### src/rtl/acr_pkg.sv
// Package for the converter control and status block: map, layouts, types
package acr_pkg;

  // Register byte offsets
  localparam logic [3:0] OFS_CONFIG_A   = 4'h0;
  localparam logic [3:0] OFS_CONFIG_B   = 4'h1;
  localparam logic [3:0] OFS_CONFIG_C   = 4'h2;
  localparam logic [3:0] OFS_FLAGS      = 4'h3;
  localparam logic [3:0] OFS_RESULT_HI  = 4'h4;
  localparam logic [3:0] OFS_RESULT_LO  = 4'h5;
  localparam logic [3:0] OFS_UPPER_HI   = 4'h6;
  localparam logic [3:0] OFS_UPPER_LO   = 4'h7;
  localparam logic [3:0] OFS_LOWER_HI   = 4'h8;
  localparam logic [3:0] OFS_LOWER_LO   = 4'h9;

  // Reset values
  localparam logic [7:0]  RST_CONFIG_A  = 8'h00;
  localparam logic [7:0]  RST_CONFIG_B  = 8'h00;
  localparam logic [7:0]  RST_CONFIG_C  = 8'h1F;
  localparam logic [2:0]  RST_FLAGS     = 3'h0;
  localparam logic [11:0] RST_RESULT    = 12'h000;
  localparam logic [3:0]  RST_UPPER_HI  = 4'hF;
  localparam logic [7:0]  RST_UPPER_LO  = 8'hFF;
  localparam logic [3:0]  RST_LOWER_HI  = 4'h0;
  localparam logic [7:0]  RST_LOWER_LO  = 8'h00;

  // Field positions
  localparam int POS_POWER_ON   = 0;
  localparam int POS_SW_START   = 1;
  localparam int POS_RES_LO     = 5;
  localparam int POS_HALVER     = 7;
  localparam int POS_EDGE_LO    = 5;
  localparam int POS_SRC_LO     = 3;
  localparam int POS_SMP_LO     = 0;
  localparam int POS_SMP2_LO    = 5;
  localparam int POS_WATCH_LO   = 0;
  localparam int POS_EOC        = 0;
  localparam int POS_WINDOW     = 1;
  localparam int POS_OVERRUN    = 2;

  // Edge and source encodings
  localparam logic [1:0] EDGE_RISE  = 2'h1;
  localparam logic [1:0] EDGE_FALL  = 2'h2;
  localparam logic [1:0] EDGE_BOTH  = 2'h3;
  localparam logic [1:0] SRC_SW     = 2'h0;

  // Resolution codes
  localparam logic [1:0] RES_12 = 2'h0;
  localparam logic [1:0] RES_10 = 2'h1;
  localparam logic [1:0] RES_8  = 2'h2;
  localparam logic [1:0] RES_6  = 2'h3;

  // Register bus request
  typedef struct packed {
    logic       wr;
    logic       rd;
    logic [3:0] addr;
    logic [7:0] wdata;
  } acr_bus_type;

  // Converter core completion report
  typedef struct packed {
    logic        done;
    logic        last;
    logic [4:0]  channel;
    logic [11:0] value;
  } acr_core_type;

  // Valid data bits for a resolution code
  function automatic logic [11:0] res_mask(input logic [1:0] res);
    case (res)
      RES_12:  res_mask = 12'h0FFF;
      RES_10:  res_mask = 12'h03FF;
      RES_8:   res_mask = 12'h00FF;
      default: res_mask = 12'h003F;
    endcase
  endfunction

  // Sampling period in converter cycles for a three-bit code
  function automatic logic [8:0] sample_cycles(input logic [2:0] code);
    case (code)
      3'h0:    sample_cycles = 9'h004;
      3'h1:    sample_cycles = 9'h009;
      3'h2:    sample_cycles = 9'h010;
      3'h3:    sample_cycles = 9'h018;
      3'h4:    sample_cycles = 9'h030;
      3'h5:    sample_cycles = 9'h060;
      3'h6:    sample_cycles = 9'h0C0;
      default: sample_cycles = 9'h180;
    endcase
  endfunction

endpackage

### src/rtl/acr_ctrl.sv
// Converter control, watchdog, result and flag registers
//
// Notes on behaviour
// - Halver bit set gives converter clock tick every second cycle, else every cycle.
// - Edge field 01 rising, 10 falling, 11 both; 00 reserved, no edges.
// - Source 00 allows only software start; 01..11 pick external trigger 1..3.
// - Main sampling code maps 000..111 to 4..384 cycles for channels 0-23.
// - Special sampling code in bits 7:5 uses same table for special channels.
// - Five-bit watch field picks monitored channel, 11100 reference, 11101 temperature.
// - Overrun set when a conversion completes before DMA read the previous result; a bus read of the result does not count.
// - Overrun cleared by writing zero or power-down; writing one does nothing.
// - Window alert set when watched result is above upper or below lower limit.
// - Window alert cleared by writing zero or power-down; never set by software.
// - Done flag set at end; cleared by zero write, low result read, power-down.
// - In scan, done flag rises only after last channel of sequence.
// - Flag bits 7:3 and upper four bits of high bytes read zero.
// - Result high byte is read-only, bits 3:0 hold upper result bits.
// - Right aligned: 10-bit uses high bits 1:0, 8/6-bit high byte empty.
// - Low result byte holds bits 7:0, at 6-bit only bits 5:0.
// - Upper limit split hi 11:8 and lo 7:0, reset 0x0F and 0xFF.
// - Lower limit split hi 11:8 and lo 7:0, both reset 0x00.
// - Limit bits used follow resolution alignment like the result.
// - Third config register resets to 0x1F, watch field all ones.
// - Resolution 00 12-bit, 01 10-bit, 10 8-bit, 11 6-bit.
// - Power-on bit low is power-down and clears flags; high wakes converter.
//
// Added by the designer: the plain strobed port.
`timescale 1ns/100ps

module acr_ctrl
  import acr_pkg::*;
(
  // Clock, reset, enable
  input  wire logic         clk_sys,
  input  wire logic         rst_n,
  input  wire logic         clk_en,
  // Register port
  input  wire acr_bus_type  bus_req,
  output logic [7:0]        bus_rdata,
  // Converter core
  input  wire acr_core_type core_rep,
  input  wire logic         dma_read,
  output logic              conv_start,
  output logic              conv_clk_tick,
  output logic              power_on,
  output logic [1:0]        resolution,
  output logic [8:0]        smp_main,
  output logic [8:0]        smp_special,
  // External trigger pins, asynchronous
  input  wire logic [2:0]   ext_trig
);

  // Whole state of the block
  typedef struct packed {
    logic [7:0]  cfg_a;
    logic [7:0]  cfg_b;
    logic [7:0]  cfg_c;
    logic [2:0]  flags;
    logic [11:0] result;
    logic [3:0]  upper_hi;
    logic [7:0]  upper_lo;
    logic [3:0]  lower_hi;
    logic [7:0]  lower_lo;
    logic        busy;
    logic        pending;
    logic        tick;
    logic        start;
    logic [7:0]  rdata;
    logic [2:0]  trig_ff1;
    logic [2:0]  trig_ff2;
    logic [2:0]  trig_prev;
    logic [8:0]  smp_a;
    logic [8:0]  smp_b;
  } acr_state_type;

  acr_state_type s;
  acr_state_type next_s;

  // Decoded fields
  logic        pwr;
  logic [1:0]  res;
  logic [1:0]  edge_sel;
  logic [1:0]  src_sel;
  logic [4:0]  watch_ch;
  logic [11:0] mask;
  logic [11:0] upper_val;
  logic [11:0] lower_val;
  logic [11:0] core_val;
  logic        done_ok;
  logic        wd_hit;

  // Configuration decode and watchdog compare
  always_comb begin
    pwr       = s.cfg_a[POS_POWER_ON];
    res       = s.cfg_a[POS_RES_LO +: 2];
    edge_sel  = s.cfg_b[POS_EDGE_LO +: 2];
    src_sel   = s.cfg_b[POS_SRC_LO +: 2];
    watch_ch  = s.cfg_c[POS_WATCH_LO +: 5];
    mask      = res_mask(res);
    upper_val = {s.upper_hi, s.upper_lo} & mask;
    lower_val = {s.lower_hi, s.lower_lo} & mask;
    core_val  = core_rep.value & mask;
    done_ok   = core_rep.done && pwr;
    wd_hit    = done_ok && (core_rep.channel == watch_ch) &&
                ((core_val > upper_val) || (core_val < lower_val));
  end

  // Next-state logic: bus, flags, triggers, clock tick
  always_comb begin
    logic       wr_flags;
    logic       trig_lvl;
    logic       trig_old;
    logic       trigger_edge_select;
    logic       sw_go;
    logic       set_eoc;
    logic       set_ovr;
    wr_flags  = bus_req.wr && (bus_req.addr == OFS_FLAGS);
    trig_lvl  = 1'b0;
    trig_old  = 1'b0;
    trigger_edge_select = 1'b0;
    sw_go     = 1'b0;
    set_eoc   = 1'b0;
    set_ovr   = 1'b0;
    next_s    = s;
    next_s.start = 1'b0;

    // Pin synchroniser, first stage read only by second
    next_s.trig_ff1  = ext_trig;
    next_s.trig_ff2  = s.trig_ff1;
    next_s.trig_prev = s.trig_ff2;

    // Selected trigger and its active edge
    if (src_sel != SRC_SW) begin
      trig_lvl = s.trig_ff2[src_sel - 2'd1];
      trig_old = s.trig_prev[src_sel - 2'd1];
    end
    case (edge_sel)
      EDGE_RISE: trigger_edge_select = trig_lvl && !trig_old;
      EDGE_FALL: trigger_edge_select = !trig_lvl && trig_old;
      EDGE_BOTH: trigger_edge_select = trig_lvl != trig_old;
      default:   trigger_edge_select = 1'b0;
    endcase
    sw_go = bus_req.wr && (bus_req.addr == OFS_CONFIG_A) &&
            bus_req.wdata[POS_SW_START] && (src_sel == SRC_SW);

    // Start only when awake and idle; a start during a conversion is dropped
    if (pwr && !s.busy && (sw_go || trigger_edge_select)) begin
      next_s.start = 1'b1;
      next_s.busy  = 1'b1;
    end
    if (done_ok || !pwr) begin
      next_s.busy = 1'b0;
    end

    // Result capture, masked to the active resolution
    if (done_ok) begin
      next_s.result = core_val;
    end

    // Unread-result tracking for overrun
    set_ovr = done_ok && s.pending;
    if (dma_read) begin
      next_s.pending = 1'b0;
    end
    if (done_ok) begin
      next_s.pending = 1'b1;
    end

    // Register writes
    if (bus_req.wr) begin
      case (bus_req.addr)
        OFS_CONFIG_A: next_s.cfg_a = bus_req.wdata & 8'h61;
        OFS_CONFIG_B: next_s.cfg_b = bus_req.wdata;
        OFS_CONFIG_C: next_s.cfg_c = bus_req.wdata;
        OFS_UPPER_HI: next_s.upper_hi = bus_req.wdata[3:0];
        OFS_UPPER_LO: next_s.upper_lo = bus_req.wdata;
        OFS_LOWER_HI: next_s.lower_hi = bus_req.wdata[3:0];
        OFS_LOWER_LO: next_s.lower_lo = bus_req.wdata;
        default:      next_s.cfg_a = next_s.cfg_a;
      endcase
    end

    // Flags: software only clears, hardware set wins over the clear
    if (wr_flags) begin
      next_s.flags = s.flags & bus_req.wdata[2:0];
    end
    if (bus_req.rd && (bus_req.addr == OFS_RESULT_LO)) begin
      next_s.flags[POS_EOC] = 1'b0;
    end
    set_eoc = done_ok && core_rep.last;
    if (set_eoc) begin
      next_s.flags[POS_EOC] = 1'b1;
    end
    if (wd_hit) begin
      next_s.flags[POS_WINDOW] = 1'b1;
    end
    if (set_ovr) begin
      next_s.flags[POS_OVERRUN] = 1'b1;
    end
    // Power-down holds every flag cleared
    if (!pwr) begin
      next_s.flags   = RST_FLAGS;
      next_s.pending = 1'b0;
    end

    // Converter clock tick, halved by toggling
    if (s.cfg_b[POS_HALVER]) begin
      next_s.tick = !s.tick;
    end else begin
      next_s.tick = 1'b1;
    end

    // Sampling periods, looked up from the new configuration
    next_s.smp_a = sample_cycles(next_s.cfg_b[POS_SMP_LO +: 3]);
    next_s.smp_b = sample_cycles(next_s.cfg_c[POS_SMP2_LO +: 3]);

    // Read data, valid in the cycle after the strobe only
    next_s.rdata = 8'h00;
    if (bus_req.rd) begin
      case (bus_req.addr)
        OFS_CONFIG_A:  next_s.rdata = s.cfg_a;
        OFS_CONFIG_B:  next_s.rdata = s.cfg_b;
        OFS_CONFIG_C:  next_s.rdata = s.cfg_c;
        OFS_FLAGS:     next_s.rdata = {5'h00, s.flags};
        OFS_RESULT_HI: next_s.rdata = {4'h0, s.result[11:8]};
        OFS_RESULT_LO: next_s.rdata = s.result[7:0];
        OFS_UPPER_HI:  next_s.rdata = {4'h0, s.upper_hi};
        OFS_UPPER_LO:  next_s.rdata = s.upper_lo;
        OFS_LOWER_HI:  next_s.rdata = {4'h0, s.lower_hi};
        OFS_LOWER_LO:  next_s.rdata = s.lower_lo;
        default:       next_s.rdata = 8'h00;
      endcase
    end
  end

  // State register; the enable freezes everything
  always_ff @(posedge clk_sys or negedge rst_n) begin
    if (!rst_n) begin
      s          <= '0;
      s.cfg_a    <= RST_CONFIG_A;
      s.cfg_b    <= RST_CONFIG_B;
      s.cfg_c    <= RST_CONFIG_C;
      s.upper_hi <= RST_UPPER_HI;
      s.upper_lo <= RST_UPPER_LO;
      s.lower_hi <= RST_LOWER_HI;
      s.lower_lo <= RST_LOWER_LO;
      s.result   <= RST_RESULT;
      s.smp_a    <= 9'h004;
      s.smp_b    <= 9'h004;
      s.tick     <= 1'b1;
    end else if (clk_en) begin
      s <= next_s;
    end
  end

  // Outputs straight from the state flops
  assign bus_rdata     = s.rdata;
  assign conv_start    = s.start;
  assign conv_clk_tick = s.tick;
  assign power_on      = s.cfg_a[POS_POWER_ON];
  assign resolution    = s.cfg_a[POS_RES_LO +: 2];
  assign smp_main      = s.smp_a;
  assign smp_special   = s.smp_b;

  // Checks
  halver_tick_a: assert property (@(posedge clk_sys) disable iff (!rst_n)
    clk_en && s.cfg_b[POS_HALVER] |=> conv_clk_tick == !$past(conv_clk_tick))
    else $error("halved tick did not toggle");
  full_tick_a: assert property (@(posedge clk_sys) disable iff (!rst_n)
    clk_en && !s.cfg_b[POS_HALVER] |=> conv_clk_tick)
    else $error("undivided tick missing");
  overrun_set_a: assert property (@(posedge clk_sys) disable iff (!rst_n)
    clk_en && pwr && core_rep.done && s.pending |=> s.flags[POS_OVERRUN])
    else $error("overrun not flagged");
  overrun_one_a: assert property (@(posedge clk_sys) disable iff (!rst_n)
    clk_en && bus_req.wr && bus_req.addr == OFS_FLAGS && !s.flags[POS_OVERRUN]
    && !(core_rep.done && s.pending) |=> !s.flags[POS_OVERRUN])
    else $error("software set overrun");
  window_set_a: assert property (@(posedge clk_sys) disable iff (!rst_n)
    clk_en && wd_hit |=> s.flags[POS_WINDOW])
    else $error("window alert not flagged");
  pdown_clear_a: assert property (@(posedge clk_sys) disable iff (!rst_n)
    clk_en && !pwr |=> s.flags == 3'h0)
    else $error("flags survive power-down");
  scan_done_a: assert property (@(posedge clk_sys) disable iff (!rst_n)
    clk_en && core_rep.done && !core_rep.last && !s.flags[POS_EOC] |=> !s.flags[POS_EOC])
    else $error("done flag raised mid-sequence");
  low_read_a: assert property (@(posedge clk_sys) disable iff (!rst_n)
    clk_en && bus_req.rd && bus_req.addr == OFS_RESULT_LO
    && !(core_rep.done && core_rep.last) |=> !s.flags[POS_EOC])
    else $error("low byte read kept done flag");
  flag_zero_a: assert property (@(posedge clk_sys) disable iff (!rst_n)
    clk_en && bus_req.rd && bus_req.addr == OFS_FLAGS |=> bus_rdata[7:3] == 5'h00)
    else $error("reserved flag bits nonzero");
  busy_start_a: assert property (@(posedge clk_sys) disable iff (!rst_n)
    clk_en && s.busy |=> !conv_start)
    else $error("start issued while busy");
  start_power_a: assert property (@(posedge clk_sys) disable iff (!rst_n)
    clk_en && !pwr |=> !conv_start)
    else $error("start issued while powered down");
  edge_off_a: assert property (@(posedge clk_sys) disable iff (!rst_n)
    clk_en && edge_sel == 2'h0 && src_sel != SRC_SW |=> !conv_start)
    else $error("start from reserved edge code");
  window_sw_a: assert property (@(posedge clk_sys) disable iff (!rst_n)
    clk_en && bus_req.wr && bus_req.addr == OFS_FLAGS && !s.flags[POS_WINDOW]
    && !wd_hit |=> !s.flags[POS_WINDOW])
    else $error("software set window alert");
  eoc_set_a: assert property (@(posedge clk_sys) disable iff (!rst_n)
    clk_en && done_ok && core_rep.last |=> s.flags[POS_EOC])
    else $error("done flag not raised");
  result_hi_a: assert property (@(posedge clk_sys) disable iff (!rst_n)
    clk_en && bus_req.rd && bus_req.addr == OFS_RESULT_HI |=> bus_rdata[7:4] == 4'h0)
    else $error("reserved result bits nonzero");
  result_mask_a: assert property (@(posedge clk_sys) disable iff (!rst_n)
    clk_en && done_ok |=> (s.result & ~res_mask($past(res))) == 12'h000)
    else $error("result wider than resolution");

  overrun_seen_c: cover property (@(posedge clk_sys) disable iff (!rst_n)
    s.flags[POS_OVERRUN]);
  window_seen_c: cover property (@(posedge clk_sys) disable iff (!rst_n)
    s.flags[POS_WINDOW]);
  trig_start_c: cover property (@(posedge clk_sys) disable iff (!rst_n)
    conv_start && src_sel != SRC_SW);
  scan_mid_c: cover property (@(posedge clk_sys) disable iff (!rst_n)
    core_rep.done && !core_rep.last && pwr);
  eoc_clear_c: cover property (@(posedge clk_sys) disable iff (!rst_n)
    s.flags[POS_EOC] ##1 !s.flags[POS_EOC]);

endmodule // acr_ctrl

### config.mk
export PLATFORM = sky130hd
export DESIGN_NAME = acr_ctrl
export DESIGN_NICKNAME = d
export VERILOG_FILES = /design/src/rtl/acr_pkg.sv /design/src/rtl/acr_ctrl.sv
export SDC_FILE = /design/constraint.sdc
export NUM_CORES = 1
export LEC_CHECK = 0
export BUFFER_PORTS_ARGS = -buffer_cell sky130_fd_sc_hd__clkbuf_2
export CORE_ASPECT_RATIO = 1.5
export CORE_UTILIZATION = 30
export CTS_CLUSTER_DIAMETER = 30
export DETAILED_ROUTE_END_ITERATION = 10
export SETUP_SLACK_MARGIN = 0.4
export SYNTH_ARGS = -nofsm -noshare
export SYNTH_HDL_FRONTEND = slang
export SYNTH_SLANG_ARGS = --single-unit
### constraint.sdc
create_clock -name clk_sys -period 2.6 [get_ports clk_sys]
set_input_delay 0.52 -clock clk_sys [delete_from_list [all_inputs] [get_ports clk_sys]]
set_output_delay 0.52 -clock clk_sys [all_outputs]
set_load 0.05 [all_outputs]
==> reports/metrics.yaml, run 1 <==
finish:
  drive_gt1_share_pct: 37.0
  diodes: 0
  final_util_pct: 35.8
  nNetsFinal: 648
  stdcell_area_um2: 6390
  syn_to_final_growth_pct: 16.8
timing:
  grt_setup_unrepaired: "yes"
  setup_violations: 0
  fmax_mhz: 458
  slew_viol_final: 0
  fin_crit_ns: 2.18
  finalSetupTns_ns: 0
  period_share_pct: 83.9
  hold_violations: 0
  clock_skew_ns: 0.0123
status:
  status: "finished with violations"
  violations: "design-rule violations"
setup_path:
  cp_slowest_stage_delay_ns: 0.38
  path_common_cell: "inv_1"
  required_ns: 2.83
  path_class: "flop to flop"
  critPathSlowestCell: "dfrtp_1"
  crit_path_max_fanout: 2
  arrival_ns: 2.42
  path_cells: "inv_2, ha_4, mux2_4, nand2_2, a21o_1, inv_1, ha_1, inv_1, mux2i_1, a21oi_1, o211ai_1, o2bb2ai_1"
  cp_num_buf_inv: 3
  path_delay_family: "adder cells"
  critPathLaunchType: "flop"
  end_kind: "flop"
placement:
  dp_hpwl_um: 12500
  port_buffers: 68
  placed_area_um2: 6010
  gp_congestion: 0.956
die:
  io_pins: 71
  start_util_pct: 30.6
  fp.dieH_um: 167
  core_um2: 17900
  rows: 60
  die_w_um: 112
  dieArea_um2: 18800
detailed_routing:
  wl_um: 15900
  drtIter0Drc: 256
  viasPerCell: 5.34
  ant_nets: 0
  vias: 4304
  wl_per_cell_um: 19.7
  drc: 2
  drt_pre_antenna_iters: 9
synthesis:
  synth_cell_type_count: 63
  ys_warn_count: 0
  synth.most_common_cell: "dfrtp_1"
  synth_edf_count: 0
  synth_common_cells: "dfrtp_1 (75), mux2_2 (63), nand2_1 (44), buf_4 (31), inv_1 (27)"
  ys_ff_latch: 95
  synthTopCellsByArea: "dfrtp_1 (34%), mux2_2 (13%), dfstp_2 (9.6%), ha_1 (5.5%), buf_4 (4.3%)"
  avgSynthCellArea_um2: 10.6
  synth_area_um2: 5470
  synth_top_area_share_pct: 34.3
  synthCells: 518
  yosys.area.top_type: "dfrtp_1"
  synth_ff_type: "dfrtp_1"
  yosysSeqAreaShare_pct: 43.9
  synthArstFlopShare_pct: 100
grt:
  track_usage_pct: 17.7
  grt_antenna_before_repair: 0
  grt_start_max_net_pins: 35
  grt_pass1_vias: 4469
  grt_pass1_wl_um: 25100
  grt_overflow: 0
clock_network:
  numCtsBuffers: 9
  cts_tree: "yes"
  cts_root_buf: "clkbuf_16"
  clkLatencyLatePin_ns: 0.35
  clockBufferDepth: 2
  ctsHoldBuffers: 0
  cts.clk_slew.worst_paths_ns: 0.07
  cts_sinks: 95
  h-tree-depth: 3
run:
  drv_cap: 0
power:
  p_per_area_nw_per_um2: 775
  power_leakage_uw: 0.00287
  vdd_drop_max_uv: 396
worst_hold_path:
  worstHoldPathType: "input port to asynchronous set/reset pin"
metal layers:
metal | track usage, % | wire length (um)
met5 | 0 | 0
met1 | 19.5 | 6130
met2 | 32.7 | 8520
met3 | 2.14 | 529
met4 | 10.1 | 702
metrics by stage:
stage          power [uW]  hold slack [ns]  instances  setup slack [ns]
2_1_floorplan        3110            0.224        519             0.434
5_1_grt              5210            0.147        806             0.270
4_1_cts              4990            0.133        806             0.383
3_3_place_gp         3500            0.426        785             0.302
6_report             4960            0.127        806             0.418
3_5_place_dp         3560            0.426        785             0.187
worst reg2reg max path: cells and delay by family (launching register included):
| kind | cells | cell delay, ns |
|---|---|---|
| and+or+nand+nor | 1 | 0.05 |
| muxes | 2 | 0.43 |
| adders and majority gates | 2 | 0.53 |
| AOI/OAI and AO/OA | 4 | 0.53 |
| buffers and inverters | 3 | 0.14 |
| DFF | 1 | 0.38 |
worst paths after layout:
kind | from | cells past startpoint | slack [ns] | endpoint
hold / removal | rst_n | 1 | 0.13 | s[38]
setup / recovery | s[89] | 12 | 0.42 | conv_start
hold reg to reg | s[38] | 1 | 0.44 | conv_start
setup reg to reg | s[89] | 12 | 0.42 | conv_start
max in group asynchronous | rst_n | 2 | 1.85 | s[56]
min in group clk_sys | ext_trig[0] | 2 | 0.41 | next_s[21]
registers in the layout (all words and copies together) (netlist names):
register	count
s	58
smp_special	8
next_s	6
conv_clk_tick	1
bus_rdata	8
resolution	2
smp_main	8
conv_start	1
power_on	1
edge_sel	2
cells in the final DEF (no fill, tap or decap), types with 7 or more instances in the layout:
cell / Yosys / layout
ha_1: 24 / 23
nor3_1: 9 / 9
dfrtp_1: 75 / 74
mux2_2: 63 / 62
a21oi_1: 22 / 22
nand3_1: 16 / 16
nor2_1: 17 / 17
inv_1: 27 / 25
o21ai_0: 24 / 23
o2bb2ai_1: 13 / 13
nand2b_1: 7 / 7
clkbuf_2: 0 / 67
nand2_1: 44 / 42
buf_4: 31 / 34
a22oi_1: 8 / 8
clkbuf_16: 0 / 9
dfstp_2: 20 / 20
mux2i_1: 12 / 12
a21o_1: 10 / 10
layout make-up:
class,count,area (um2)
repair buffers,102,611
multi-input cells,348,2690
clock inverters,4,55.1
well taps,217,272
clock buffers,12,256
fillers,1790,11500
flip-flops and latches,95,2400
inverters,28,105
cells by family (layout without fill, tap and decap cells):
kind of cell | count (synthesis) | in the layout | share of synthesized area, %
AOI/OAI and AO/OA | 110 | 110 | 13.9
xor gates and xnor gates | 9 | 9 | 1.44
adders and majority gates | 24 | 24 | 5.49
buffers and inverters | 76 | 146 | 7.59
DFF | 95 | 95 | 43.9
muxes | 77 | 77 | 16.0
other | 1 | 2 | 0.0685
and+or+nand+nor | 126 | 126 | 11.7
timing repair:
action / in CTS / in global routing
pin swaps: 7 / 3
setup buffers: 5 / 0
gates resized for setup: 7 / 3
setup endpoints to repair: 3 / 3
power breakdown:
group          internal, uW  switching (uW)  total [uW]
Clock                   802             560        1360
Combinational           623             882        1510
Sequential             1820             267        2090
Total                  3250            1710        4960
Power figures use the tool's default switching activity.
==> run 2: changes to the inputs <==
==> constraint.sdc (replaced) <==
create_clock -name clk_sys -period 1.9 [get_ports clk_sys]
set_input_delay 0.38 -clock clk_sys [delete_from_list [all_inputs] [get_ports clk_sys]]
set_output_delay 0.38 -clock clk_sys [all_outputs]
set_load 0.05 [all_outputs]
==> run 2 against run 1 <==
Against the previous run:
- the flow finishes with violations (design-rule violations, negative setup slack)
- first-iteration DRC count increased by 5.1%
- cell count up 4.7%
- combinational power up 64%
- largest cell class unchanged
- critical path type unchanged
- setup slack got worse by 0.67 ns
- core utilization rose by 3.9 points
- clock power is 34% higher
- maximum frequency increased by 1.6%
==> reports/metrics.yaml, run 2 (same netlist as run 1, synthesis figures left out) <==
placement:
  port_buffers: 68
  gp_congestion: 1.01
  pre_cts_ws_ns: -0.268
  placedCellCount: 813
  dp_hpwl_um: 12200
clock_network:
  cts_root_buf: "clkbuf_16"
  clkLatencyLatePin_ns: 0.34
  ctsHoldBuffers: 0
  cts_tree: "yes"
  cts_sinks: 95
  numCtsBuffers: 9
  h-tree-depth: 3
  clockBufferDepth: 2
  cts.clk_slew.worst_paths_ns: 0.07
grt:
  track_usage_pct: 17.3
  grt_start_max_net_pins: 96
  grt_overflow: 0
  grt_pass1_wl_um: 24800
  grt_antenna_before_repair: 0
  grt_pass1_vias: 4655
detailed_routing:
  wl_met3_um: 486
  vias: 4347
  highest_layer: "met4"
  wl_um: 15800
  drt_pre_antenna_iters: 7
  ant_nets: 0
  wl_per_cell_um: 18.7
  drc: 7
  drtIter0Drc: 269
  met2WireLength_um: 8230
  drt-met1-wl_um: 6210
  viasPerCell: 5.15
timing:
  fin_crit_ns: 2.15
  hold_violations: 0
  clock_skew_ns: 0.00673
  worst_slack_ns: -0.248
  setup_violations: 3
  fmax_mhz: 466
  slew_viol_final: 0
  tightest_slew_ns: 0.514
  slew_headroom_pct: 65.7
  hold-worst-slack_ns: 0.0822
  period_share_pct: 113
  grt_setup_unrepaired: "yes"
status:
  violations: "design-rule violations, negative setup slack"
  status: "finished with violations"
finish:
  final_util_pct: 39.6
  drive_gt1_share_pct: 47.5
  diodes: 0
  final_cell_mix: "dfrtp_1 (72), buf_4 (60), mux2_2 (58), clkbuf_2 (57), nand2_1 (36)"
  nNetsFinal: 686
  instances_no_fill: 844
  largest_reg_flops: 58
  final_common_cell: "dfrtp_1"
  top_register: "s"
  syn_to_final_growth_pct: 29.4
power:
  vdd_drop_max_uv: 456
  total_power_uw: 7130
  p_per_area_nw_per_um2: 1010
  power_leakage_uw: 0.00316
die:
  start_util_pct: 30.6
  io_pins: 71
  rows: 60
  core_um2: 17900
  die_w_um: 112
  fp.dieH_um: 167
  dieArea_um2: 18800
setup_path:
  crit_path_max_fanout: 2
  ff2ff_setup_slack_ns: -0.25
  critPathLaunchType: "flop"
  required_ns: 2.13
  arrival_ns: 2.38
  worst-r2r-cell-count: 12
  path_class: "flop to flop"
  end_kind: "flop"
worst_hold_path:
  worstHoldPathType: "input port to asynchronous set/reset pin"
run:
  drv_cap: 0
==> run 2: where the power goes <==
group	internal (uW)	switching [uW]
logic	1160	1320
registers	2500	342
clock network	1030	789
==> run 2: path summary, 6_finish.rpt <==
| path | startpoint | endpoint |
|---|---|---|
| worst max-delay path | s[89] | s[38] |
| worst min-delay path | rst_n | s[49] |
| worst max register to register | s[89] | s[38] |
| worst min register to register | s[38] | conv_start |
| max in group asynchronous | rst_n | s[82] |
| min in group clk_sys | ext_trig[1] | next_s[22] |
==> run 2: timing repair <==
item / 4_1_cts / 5_1_grt
pin swaps: 10 / 19
setup buffers: 3 / 11
cloned: 0 / 1
setup endpoints to repair: 26 / 31
resized for setup: 29 / 34
==> run 2: worst max-delay path, cell delays in order (launching register included) <==
cell      delay [ns]
dfrtp_1         0.36
inv_2           0.06
ha_4            0.26
mux2_4          0.29
nand2_2         0.05
a21o_1          0.12
inv_1           0.04
ha_1            0.27
inv_1           0.03
mux2i_1         0.13
a21oi_1         0.08
o211ai_1        0.22
a21oi_1         0.10
==> run 2: cell type report <==
class                   count  area [um2]
flip-flops and latches     95        2410
repair buffers            140        1040
clock inverters             5        60.1
clock buffers              11         233
multi-input cells         348        2960
inverters                  28         109
fillers                  1748       10800
well taps                 217         272
==> run 2: per-stage QoR <==
step | setup TNS, ns | cell area, um2
4_1_cts | -0.552 | 6870
5_1_grt | -0.937 | 7080
3_3_place_gp | -0.632 | 6440
3_5_place_dp | -0.813 | 6440
6_report | -0.615 | 7080
2_1_floorplan | -0.400 | 5720
==> run 2: layer usage <==
metal  track usage, %  vias to the layer above
li1                 -                     2045
met1             18.9                     2146
met2             31.4                      111
met3             2.75                       45
met4             9.80                        0
met5                0                        -
==> run 3: changes to the inputs <==
--- a/config.mk
+++ b/config.mk
@@ -5,7 +5,7 @@
 export SDC_FILE = /design/constraint.sdc
 export NUM_CORES = 1
 export LEC_CHECK = 0
-export BUFFER_PORTS_ARGS = -buffer_cell sky130_fd_sc_hd__clkbuf_2
+export BUFFER_PORTS_ARGS = -buffer_cell sky130_fd_sc_hd__buf_2
 export CORE_ASPECT_RATIO = 1.5
 export CORE_UTILIZATION = 30
 export CTS_CLUSTER_DIAMETER = 30
==> run 3 against run 2 <==
Against the previous run:
- the run still ends with design-rule violations, negative setup slack left
- register-to-register slack barely moved
- setup slack improved by 0.0041 ns
- core utilization rose by 1.3 points
- sequential share of layout area fell by 1.1 points
- largest power group unchanged
==> reports/metrics.yaml, run 3 (same netlist as run 1, synthesis figures left out) <==
clock_network:
  clockBufferDepth: 2
  cts.clk_slew.worst_paths_ns: 0.07
  cts_sinks: 95
  cts_tree: "yes"
  numCtsBuffers: 9
  clkLatencyLatePin_ns: 0.34
  h-tree-depth: 3
  cts_root_buf: "clkbuf_16"
setup_path:
  crit_path_max_fanout: 2
  worstSetupStartpoint: "s[90]"
  crit_end: "s[38]"
  rr_startpoint: "s[90]"
  path_class: "flop to flop"
  required_ns: 2.11
  r2r-end: "s[38]"
  arrival_ns: 2.36
  worst-r2r-cell-count: 12
  end_kind: "flop"
  ff2ff_setup_slack_ns: -0.24
  critPathLaunchType: "flop"
status:
  status: "finished with violations"
  violations: "design-rule violations, negative setup slack"
power:
  seq_power_share_pct: 38.6
  internal-power_uw: 4860
  power_leakage_uw: 0.00324
  comb_power_share_pct: 35.5
  p_per_area_nw_per_um2: 1010
  p_clk_share_pct: 26.0
  p_sw_uw: 2530
  total_power_uw: 7390
  vdd_drop_max_uv: 489
  switching_share_pct: 34.2
timing:
  slew_headroom_pct: 64.9
  fmax_mhz: 466
  grt_setup_unrepaired: "yes"
  fin_crit_ns: 2.14
  slew_viol_final: 0
  hold_violations: 0
  finalSetupTns_ns: -0.539
  tightest_slew_ns: 0.527
  worst_slack_ns: -0.244
  clock_skew_ns: 0.00893
  setup_violations: 3
  period_share_pct: 113
grt:
  grt_pass1_vias: 4590
  grt_start_max_net_pins: 96
  grt_pass1_wl_um: 25100
  grt_overflow: 0
  grt_use_met3_pct: 2.35
  busiest_layer: "met2"
  met2_usage_pct: 32.3
  track_usage_pct: 17.4
  grt_antenna_before_repair: 0
  met1_usage_pct: 19.2
finish:
  syn_to_final_growth_pct: 33.6
  drive_gt1_share_pct: 49.4
  diodes: 0
  stdcell_area_um2: 7310
  final_cell_mix: "dfrtp_1 (72), buf_4 (63), mux2_2 (55), buf_2 (55), nand2_1 (33)"
  top_register: "s"
  nNetsFinal: 688
  final_common_cell: "dfrtp_1"
  largest_reg_flops: 58
detailed_routing:
  drtIter0Drc: 309
  drt_pre_antenna_iters: 8
  wl_um: 16300
  viasPerCell: 5.28
  drc: 7
  wl_per_cell_um: 19.3
  ant_nets: 0
  vias: 4464
placement:
  placed_area_um2: 6440
  port_buffers: 68
  gp_congestion: 0.985
  dp_hpwl_um: 12300
  pre_cts_ws_ns: -0.254
die:
  dieArea_um2: 18800
  rows: 60
  core_um2: 17900
  start_util_pct: 30.6
  fp.dieH_um: 167
  io_pins: 71
  die_w_um: 112
worst_hold_path:
  worstHoldPathType: "input port to asynchronous set/reset pin"
run:
  drv_cap: 0
==> run 3: cell type report <==
class / instances / area (um2)
inverters: 28 / 110
fillers: 1699 / 10600
multi-input cells: 348 / 3130
flip-flops and latches: 95 / 2410
repair buffers: 142 / 1080
well taps: 217 / 272
clock inverters: 6 / 86.3
clock buffers: 10 / 229
==> run 3: per-stage QoR <==
step,std cells,util (%),hold slack (ns)
2_1_floorplan,519,-,0.0844
5_1_grt,846,40.9,0.118
3_3_place_gp,811,36.1,0.439
4_1_cts,836,39.0,0.0995
3_5_place_dp,811,36.1,0.451
6_report,846,40.9,0.0732
==> run 3: worst min-delay path by stage <==
stage	to	slack, ns
5_1_grt	bus_rdata[1]	0.12
2_1_floorplan	bus_rdata[0]	0.08
3_5_place_dp	smp_special[2]	0.45
4_1_cts	smp_main[7]	0.1
6_report	bus_rdata[1]	0.07
3_3_place_gp	conv_start	0.44
==> run 3: worst max-delay path, cell delays in order (launching register included) <==
cell      delay (ns)
dfrtp_1         0.37
inv_2           0.06
ha_4            0.26
mux2_4          0.30
nand2_2         0.05
a21o_1          0.12
inv_1           0.04
ha_1            0.26
inv_1           0.04
mux2i_1         0.12
a21oi_1         0.08
o211ai_1        0.21
a21oi_1         0.10
==> run 3: metal layers <==
| metal | part of all wire (%) | up-vias |
|---|---|---|
| met5 | 0 | - |
| met4 | 4.7 | 0 |
| met3 | 3.5 | 46 |
| met2 | 53 | 137 |
| met1 | 39 | 2224 |
| li1 | - | 2057 |
==> run 3: repair_timing <==
item | in CTS | in global routing
setup buffers | 9 | 10
setup endpoints to repair | 27 | 31
pin swaps | 22 | 33
cloned | 0 | 0
hold buffers | 0 | 0
resized for setup | 34 | 62
==> run 3: power by group through the flow <==
stage	combinational, uW	sequential [uW]	clock (uW)
CTS	2380	2830	1970
floorplan	1640	2770	0
global placement	2170	2840	0
detailed placement	2230	2860	0
global route	2820	2890	2050
finish	2620	2850	1920
